## src/osa_map.vh

```
`ifndef OSA_MAP_VH
`define OSA_MAP_VH
// register indices on the configuration port
`define OSA_REG_SRC_SEL     16'h0fc8
`define OSA_REG_OVF_EN      16'h0fc9
`define OSA_REG_SC_IN_LO    16'h1dba
`define OSA_REG_SC_IN_HI    16'h1dbb
`define OSA_REG_SC_OUT_LO   16'h1dbc
`define OSA_REG_SC_OUT_HI   16'h1dbd
`define OSA_REG_OV_IN_LO    16'h1df0
`define OSA_REG_OV_IN_HI    16'h1df1
`define OSA_REG_OV_OUT_LO   16'h1df2
`define OSA_REG_OV_OUT_HI   16'h1df3
`define OSA_REG_AL1_MODE    16'h1e00
`define OSA_REG_AL1_LO      16'h1e01
`define OSA_REG_AL1_HI      16'h1e02
`define OSA_REG_AL2_MODE    16'h1e03
`define OSA_REG_AL2_LO      16'h1e04
`define OSA_REG_AL2_HI      16'h1e05
`define OSA_REG_STATUS      16'h1e06
// source codes
`define OSA_SRC_DISP        2'h0
`define OSA_SRC_DISP2       2'h1
`define OSA_SRC_CLOCK       2'h2
// alarm modes
`define OSA_AM_WIN_ON       3'h0
`define OSA_AM_WIN_OFF      3'h1
`define OSA_AM_ON           3'h2
`define OSA_AM_OFF          3'h3
`define OSA_AM_FORCE_ON     3'h4
`define OSA_AM_FORCE_OFF    3'h5
// reset values
`define OSA_RST_OVF_EN      1'h0
`define OSA_RST_MODE        3'h5
`define OSA_RST_ZERO        16'h0000
`define OSA_RST_SC_IN_HI    16'h03e8
`define OSA_RST_SC_OUT_HI   16'h0014
// clock scaling: hours * 100 + minutes
`define OSA_HOUR_WEIGHT     16'h0064
`define OSA_LAST_HOUR       5'h17
`define OSA_LAST_MIN        6'h3b
`endif

```

## src/osa_output_scaling_alarms.v

```verilog
`include "osa_map.vh"
module osa_output_scaling_alarms #(
  parameter W = 16
) (
  input  wire          i_clk_sys,
  input  wire          i_rst,
  input  wire          i_reg_wr,
  input  wire          i_reg_rd,
  input  wire [15:0]   i_reg_addr,
  input  wire [W-1:0]  i_reg_wdata,
  output reg  [W-1:0]  o_reg_rdata,
  output reg           o_reg_ack,
  input  wire [W-1:0]  i_disp_val,
  input  wire [W-1:0]  i_disp2_val,
  input  wire [4:0]    i_rtc_hour,
  input  wire [5:0]    i_rtc_min,
  input  wire [W-1:0]  i_alarm_val,
  input  wire          i_aux_supply_variant,
  output reg  [W-1:0]  o_aout_setpoint,
  output reg           o_ovf_upper,
  output reg           o_ovf_lower,
  output reg           o_relay1,
  output reg           o_relay2,
  output reg           o_aux_supply
);
  // ***************************************************************
  // registers
  // ***************************************************************
  reg [1:0]   src_sel_q;
  reg         ovf_en_q;
  reg [W-1:0] sc_in_lo_q, sc_in_hi_q, sc_out_lo_q, sc_out_hi_q;
  reg [W-1:0] ov_in_lo_q, ov_in_hi_q, ov_out_lo_q, ov_out_hi_q;
  reg [2:0]   mode_q [0:1];
  reg [W-1:0] al_lo_q [0:1];
  reg [W-1:0] al_hi_q [0:1];
  wire [1:0]  alarm_q;

  always @(posedge i_clk_sys) begin
    if (i_rst) begin
      src_sel_q   <= `OSA_SRC_DISP;
      ovf_en_q    <= `OSA_RST_OVF_EN;
      sc_in_lo_q  <= `OSA_RST_ZERO;
      sc_in_hi_q  <= `OSA_RST_SC_IN_HI;
      sc_out_lo_q <= `OSA_RST_ZERO;
      sc_out_hi_q <= `OSA_RST_SC_OUT_HI;
      ov_in_lo_q  <= `OSA_RST_ZERO;
      ov_in_hi_q  <= `OSA_RST_ZERO;
      ov_out_lo_q <= `OSA_RST_ZERO;
      ov_out_hi_q <= `OSA_RST_ZERO;
      mode_q[0]   <= `OSA_RST_MODE;
      mode_q[1]   <= `OSA_RST_MODE;
      al_lo_q[0]  <= `OSA_RST_ZERO;
      al_lo_q[1]  <= `OSA_RST_ZERO;
      al_hi_q[0]  <= `OSA_RST_ZERO;
      al_hi_q[1]  <= `OSA_RST_ZERO;
    end else if (i_reg_wr) begin
      case (i_reg_addr)
        `OSA_REG_SRC_SEL:   src_sel_q   <= i_reg_wdata[1:0];
        `OSA_REG_OVF_EN:    ovf_en_q    <= i_reg_wdata[0];
        `OSA_REG_SC_IN_LO:  sc_in_lo_q  <= i_reg_wdata;
        `OSA_REG_SC_IN_HI:  sc_in_hi_q  <= i_reg_wdata;
        `OSA_REG_SC_OUT_LO: sc_out_lo_q <= i_reg_wdata;
        `OSA_REG_SC_OUT_HI: sc_out_hi_q <= i_reg_wdata;
        `OSA_REG_OV_IN_LO:  ov_in_lo_q  <= i_reg_wdata;
        `OSA_REG_OV_IN_HI:  ov_in_hi_q  <= i_reg_wdata;
        `OSA_REG_OV_OUT_LO: ov_out_lo_q <= i_reg_wdata;
        `OSA_REG_OV_OUT_HI: ov_out_hi_q <= i_reg_wdata;
        `OSA_REG_AL1_MODE:  mode_q[0]   <= i_reg_wdata[2:0];
        `OSA_REG_AL1_LO:    al_lo_q[0]  <= i_reg_wdata;
        `OSA_REG_AL1_HI:    al_hi_q[0]  <= i_reg_wdata;
        `OSA_REG_AL2_MODE:  mode_q[1]   <= i_reg_wdata[2:0];
        `OSA_REG_AL2_LO:    al_lo_q[1]  <= i_reg_wdata;
        `OSA_REG_AL2_HI:    al_hi_q[1]  <= i_reg_wdata;
        default: ;
      endcase
    end
  end

  // ***************************************************************
  // register read port
  // ***************************************************************
  reg [W-1:0] rdata_d;
  always @* begin
    case (i_reg_addr)
      `OSA_REG_SRC_SEL:   rdata_d = {{(W-2){1'b0}}, src_sel_q};
      `OSA_REG_OVF_EN:    rdata_d = {{(W-1){1'b0}}, ovf_en_q};
      `OSA_REG_SC_IN_LO:  rdata_d = sc_in_lo_q;
      `OSA_REG_SC_IN_HI:  rdata_d = sc_in_hi_q;
      `OSA_REG_SC_OUT_LO: rdata_d = sc_out_lo_q;
      `OSA_REG_SC_OUT_HI: rdata_d = sc_out_hi_q;
      `OSA_REG_OV_IN_LO:  rdata_d = ov_in_lo_q;
      `OSA_REG_OV_IN_HI:  rdata_d = ov_in_hi_q;
      `OSA_REG_OV_OUT_LO: rdata_d = ov_out_lo_q;
      `OSA_REG_OV_OUT_HI: rdata_d = ov_out_hi_q;
      `OSA_REG_AL1_MODE:  rdata_d = {{(W-3){1'b0}}, mode_q[0]};
      `OSA_REG_AL1_LO:    rdata_d = al_lo_q[0];
      `OSA_REG_AL1_HI:    rdata_d = al_hi_q[0];
      `OSA_REG_AL2_MODE:  rdata_d = {{(W-3){1'b0}}, mode_q[1]};
      `OSA_REG_AL2_LO:    rdata_d = al_lo_q[1];
      `OSA_REG_AL2_HI:    rdata_d = al_hi_q[1];
      `OSA_REG_STATUS:    rdata_d = {{(W-4){1'b0}}, o_ovf_upper, o_ovf_lower, alarm_q};
      default:            rdata_d = {W{1'b0}};
    endcase
  end

  always @(posedge i_clk_sys) begin
    if (i_rst) begin
      o_reg_rdata <= {W{1'b0}};
      o_reg_ack   <= 1'b0;
    end else begin
      o_reg_rdata <= i_reg_rd ? rdata_d : {W{1'b0}};
      o_reg_ack   <= i_reg_rd | i_reg_wr;
    end
  end

  // ***************************************************************
  // source selection and linear characteristic
  // ***************************************************************
  wire [W-1:0] clk_val = i_rtc_hour * `OSA_HOUR_WEIGHT + i_rtc_min;
  reg  [W-1:0] src_d;
  always @* begin
    case (src_sel_q)
      `OSA_SRC_DISP:  src_d = i_disp_val;
      `OSA_SRC_DISP2: src_d = i_disp2_val;
      `OSA_SRC_CLOCK: src_d = clk_val;
      default:        src_d = i_disp_val;
    endcase
  end

  // out = yl + (x - xl) * (yh - yl) / (xh - xl), signed arithmetic
  wire signed [W:0]     dx   = $signed({1'b0, src_d}) - $signed({1'b0, sc_in_lo_q});
  wire signed [W:0]     dy   = $signed({1'b0, sc_out_hi_q}) - $signed({1'b0, sc_out_lo_q});
  wire signed [W:0]     span = $signed({1'b0, sc_in_hi_q}) - $signed({1'b0, sc_in_lo_q});
  // operands widened first so product and quotient keep their sign; an unsigned
  // zero arm in the select would turn the whole division unsigned
  wire signed [2*W+1:0] dx_x   = {{(W+1){dx[W]}}, dx};
  wire signed [2*W+1:0] dy_x   = {{(W+1){dy[W]}}, dy};
  wire signed [2*W+1:0] span_x = {{(W+1){span[W]}}, span};
  wire signed [2*W+1:0] prod   = dx_x * dy_x;
  wire signed [2*W+1:0] quo    = (~|span) ? $signed({(2*W+2){1'b0}}) : prod / span_x;
  wire signed [2*W+1:0] lin  = quo + $signed({{(W+2){1'b0}}, sc_out_lo_q});

  wire ovf_hi = src_d > ov_in_hi_q;
  wire ovf_lo = src_d < ov_in_lo_q;

  reg [W-1:0] aout_d;
  always @* begin
    if (ovf_en_q && ovf_hi)
      aout_d = ov_out_hi_q;
    else if (ovf_en_q && ovf_lo)
      aout_d = ov_out_lo_q;
    else
      aout_d = lin[W-1:0];
  end

  always @(posedge i_clk_sys) begin
    if (i_rst) begin
      o_aout_setpoint <= {W{1'b0}};
      o_ovf_upper     <= 1'b0;
      o_ovf_lower     <= 1'b0;
    end else begin
      o_aout_setpoint <= aout_d;
      o_ovf_upper     <= ovf_en_q & ovf_hi;
      o_ovf_lower     <= ovf_en_q & ovf_lo & ~ovf_hi;
    end
  end

  // ***************************************************************
  // alarm channels
  // ***************************************************************
  genvar g;
  generate
    for (g = 0; g < 2; g = g + 1) begin : g_alarm
      wire bad = al_lo_q[g] > al_hi_q[g];
      wire above = i_alarm_val > al_hi_q[g];
      wire below = i_alarm_val < al_lo_q[g];
      reg  nxt;
      reg  state_q;
      assign alarm_q[g] = state_q;
      always @* begin
        case (mode_q[g])
          `OSA_AM_FORCE_ON:  nxt = 1'b1;
          `OSA_AM_FORCE_OFF: nxt = 1'b0;
          `OSA_AM_WIN_ON:    nxt = ~bad & ~above & ~below;
          `OSA_AM_WIN_OFF:   nxt = ~bad & (above | below);
          `OSA_AM_ON:        nxt = ~bad & (above | (alarm_q[g] & ~below));
          `OSA_AM_OFF:       nxt = ~bad & (below | (alarm_q[g] & ~above));
          default:           nxt = 1'b0;
        endcase
      end
      always @(posedge i_clk_sys) begin
        if (i_rst)
          state_q <= 1'b0;
        else
          state_q <= nxt;
      end
    end
  endgenerate

  always @(posedge i_clk_sys) begin
    if (i_rst) begin
      o_relay1     <= 1'b0;
      o_relay2     <= 1'b0;
      o_aux_supply <= 1'b0;
    end else begin
      o_relay1     <= alarm_q[0];
      o_relay2     <= alarm_q[1] & ~i_aux_supply_variant;
      o_aux_supply <= alarm_q[1] & i_aux_supply_variant;
    end
  end
endmodule // osa_output_scaling_alarms

```

## config.mk

```make
export PLATFORM = sky130hd
export DESIGN_NAME = osa_output_scaling_alarms
export DESIGN_NICKNAME = d
export VERILOG_FILES = /design/src/osa_output_scaling_alarms.v
export VERILOG_INCLUDE_DIRS = /design/src
export SDC_FILE = /design/constraint.sdc
export NUM_CORES = 2
export LEC_CHECK = 0
export BUFFER_PORTS_ARGS = -buffer_cell sky130_fd_sc_hd__buf_2
export CAP_MARGIN = 10
export CORE_AREA = 2 2 355 357
export DETAILED_ROUTE_END_ITERATION = 7
export DIE_AREA = 0 0 357 359
export PLACE_DENSITY_LB_ADDON = 0.25
export SYNTH_ARGS = -nofsm -noshare
export SYNTH_HDL_FRONTEND = slang
export SYNTH_SLANG_ARGS = --single-unit
```

## constraint.sdc

```tcl
create_clock -name i_clk_sys -period 143.6 [get_ports i_clk_sys]
set_input_delay 14.36 -clock i_clk_sys [delete_from_list [all_inputs] [get_ports i_clk_sys]]
set_output_delay 14.36 -clock i_clk_sys [all_outputs]
set_load 0.05 [all_outputs]
```

==> impl_metrics.py <==
metrics = {
    "cts": {
        "cts_buffers": 25,
        "cts_num_sinks": 241,
        "clk_path_buf_depth": 3,
        "cts.hold.buffers_added": 0,
        "clkTransAtPathRegs_ns": 0.07,
        "clkLatencyLatePin_ns": 0.56,
        "cts_root_buffer": "clkbuf_16",
        "cts_resized": 0,
        "cts_tree": "yes",
        "cts_htree_levels": 1,
        "post_cts_buffers": 0,
    },
    "critical_path": {
        "critPathArrivalTime_ns": 129.16,
        "cp_slowest_stage_delay_ns": 1.13,
        "crit_top_cell": "a21oi_1",
        "path_max_fanout": 36,
        "cp-end-kind": "flop",
        "cp_slowest_cell": "o31ai_1",
        "start_kind": "input pin",
        "worst_ep_required_time_ns": 144.11,
        "crit_type": "in -> reg",
    },
    "synth": {
        "yosys.area_share.simple_pct": 21.96,
        "synth_edf_count": 70,
        "synthXorXnorAreaFrac_pct": 6.623,
        "ys_ff_latch": 241,
        "synthCells": 8298,
        "synth_mux_area_share_pct": 2.116,
        "synth_top_area_share_pct": 18.07,
        "ys_seq_area_share_pct": 8.924,
        "synthAdderAreaFrac_pct": 27.86,
        "synth_compound_area_share_pct": 26.25,
        "ys_warn_count": 0,
        "avgSynthCellArea_sq_um": 7.461,
        "yosys.cell_types.count": 139,
        "yosysTopAreaCell": "ha_1",
        "synthArstFlopShare_pct": 0,
        "ys.flop_type": "dfxtp_1",
        "ys_top_cells_by_area": "ha_1 18%, fa_1 9.8%, nand2_1 5.7%",
        "netlist_area_sq_um": 61910,
        "synth_top_family_by_area": "adder cells",
    },
    "routing": {
        "vias_per_cell": 6.349,
        "vias": 64190,
        "routed_wl_um": 240900,
        "drt-initial-drc-count": 6871,
        "drcViolationCount": 0,
        "antenna_left": 0,
        "first_pass_iters": 7,
        "wire_per_inst_um": 23.83,
    },
    "run_status": {
        "status": "finished, final reports clean",
    },
    "flow_run": {
        "drv_cap": 0,
    },
    "place": {
        "dp_hpwl_um": 196500,
        "port_buffers": 133,
        "gp_congestion": 0.9988,
    },
    "sta": {
        "tightest_slew_ns": 1.275,
        "rsz0062_at_grt": "false",
        "hold_viol_final": 0,
        "post-route-min-period_ns": 128.65,
        "setup_viol": 0,
        "clock-skew-final_ns": 0.03232,
        "slew_headroom_pct": 14.29,
        "fin_crit_sh_pct": 89.59,
        "max_freq_mhz": 7.773,
        "final_max_slew_viol_count": 0,
        "tns_ns": 0,
    },
    "floorplan": {
        "die_y_um": 359,
        "dieArea_sq_um": 128200,
        "boundaryPins": 134,
        "core_sq_um": 124600,
        "rows": 130,
        "initial_core_util_pct": 49.69,
        "dieWidth_um": 357,
    },
    "final_layout": {
        "layout.nets": 9728,
        "area_growth_pct": 6.473,
        "fillers": 12310,
        "drive_gt1_share_pct": 7.133,
    },
    "worst_hold_path": {
        "hp-class": "reg -> reg",
    },
    "global_route": {
        "grt_pass1_wl_um": 367500,
        "grt_use_total_pct": 36.49,
        "grt.overflow.total": 0,
        "antenna_found_initial": 8,
        "grt_max_degree": 93,
        "grt_pass1_vias": 61350,
    },
}
placed cells by master (no fill, tap or decap), types with 43 or more instances in the layout:
cell / Yosys / layout
inv_1: 678 / 678
o21bai_1: 43 / 43
ha_1: 894 / 893
or3_1: 80 / 80
nand2b_1: 102 / 102
mux2_2: 79 / 79
buf_2: 23 / 133
o31ai_1: 47 / 47
conb_1: 1 / 153
a211oi_1: 78 / 77
and2_1: 105 / 105
nand2_1: 945 / 945
a21o_1: 248 / 248
a22oi_1: 61 / 61
nand3_1: 142 / 141
o21a_1: 214 / 214
xnor2_1: 288 / 277
a21oi_1: 618 / 616
dfxtp_1: 171 / 171
nor2b_1: 120 / 119
edfxtp_1: 70 / 70
and3_1: 59 / 59
or2_2: 68 / 68
a221oi_1: 47 / 47
o21ai_0: 390 / 388
nand4_1: 83 / 83
nor2_1: 795 / 789
fa_1: 303 / 303
xor2_1: 172 / 170
o211ai_1: 63 / 63
nor3_1: 239 / 239
a31oi_1: 103 / 101
buf_4: 13 / 119
worst paths after layout:
check / startpoint / endpoint / slack, ns / cells past startpoint
setup / recovery: i_rtc_hour[3] / o_aout_setpoint[15] / 14.95 / 430
hold / removal: ov_out_lo_q[5] / ov_out_lo_q[5] / 0.48 / 2
setup reg to reg: src_sel_q[0] / o_aout_setpoint[15] / 28.54 / 428
hold reg to reg: ov_out_lo_q[5] / ov_out_lo_q[5] / 0.48 / 2
final cells by class:
| cell class | count | area (sq um) | area share [%] |
|---|---|---|---|
| sequential | 241 | 5525 | 8.382 |
| inverter | 681 | 2556 | 3.878 |
| clock inverter | 18 | 171.4 | 0.2600 |
| antenna | 7 | 17.52 | 0.02657 |
| multi-input combinational | 7234 | 53340 | 80.91 |
| timing repair buffer | 252 | 1559 | 2.365 |
| clock buffer | 28 | 689.4 | 1.046 |
| tap | 1650 | 2064 | 3.132 |
worst max-delay path, delay by kind of cell:
| kind | cells | cell delay [ns] |
|---|---|---|
| xor gates and xnor gates | 3 | 0.65 |
| and+or+nand+nor | 108 | 26.81 |
| buffers and inverters | 31 | 5.96 |
| muxes | 3 | 1.70 |
| adders and majority gates | 48 | 16.60 |
| AOI/OAI and AO/OA | 237 | 62.79 |
registers in the layout, indices dropped and copies added, names as in the netlist, 2 cells and up:
name	count
sc_out_hi_q	16
mode_q	6
sc_in_lo_q	16
g_alarm.state_q	2
ov_out_hi_q	16
sc_in_hi_q	16
o_aout_setpoint	16
ov_out_lo_q	16
ov_in_lo_q	16
ov_in_hi_q	16
al_lo_q	32
sc_out_lo_q	16
src_sel_q	2
al_hi_q	32
o_reg_rdata	16
layer usage:
layer  wire (um)  GRT usage [%]  up-vias
met5          13              0        -
met2      106000          57.71     3090
met3       21200          5.533      587
met1      101000          49.09    30660
li1            -              -    29860
met4       12720          15.79        2
metrics by stage:
step | hold slack, ns | instances | instance area, sq um | worst slack [ns] | util (%)
after CTS | 0.4720 | 10100 | 65900 | 17.64 | 52.89
after global placement | 0.4593 | 10060 | 65040 | 19.67 | 52.20
after floorplan | 0.4457 | 8450 | 62480 | 34.68 | -
after global routing | 0.4895 | 10110 | 65920 | 7.689 | 52.91
final | 0.4768 | 10110 | 65920 | 14.95 | 52.91
after detailed placement | 0.4634 | 10060 | 65040 | 17.51 | 52.20
kinds of logic (layout without fill, tap and decap cells):
logic type      Yosys count  after routing
simple gates           2897           2897
compound gates         2402           2402
fa+ha+maj              1197           1197
buf+inv                 975            979
xor+xnor                464            464
flops                   241            241
mux                     121            121
other cells               1            160
Yosys cell counts, types with 142 or more instances:
master    instances
inv_1           678
o21a_1          214
nor3_1          239
xnor2_1         288
a21oi_1         618
ha_1            894
dfxtp_1         171
nor2_1          795
xor2_1          172
nand3_1         142
a21o_1          248
clkbuf_1        223
fa_1            303
nand2_1         945
o21ai_0         390
Power is not shown: default switching activity piles up to over one toggle a cycle in this logic, so the estimate is an artifact.
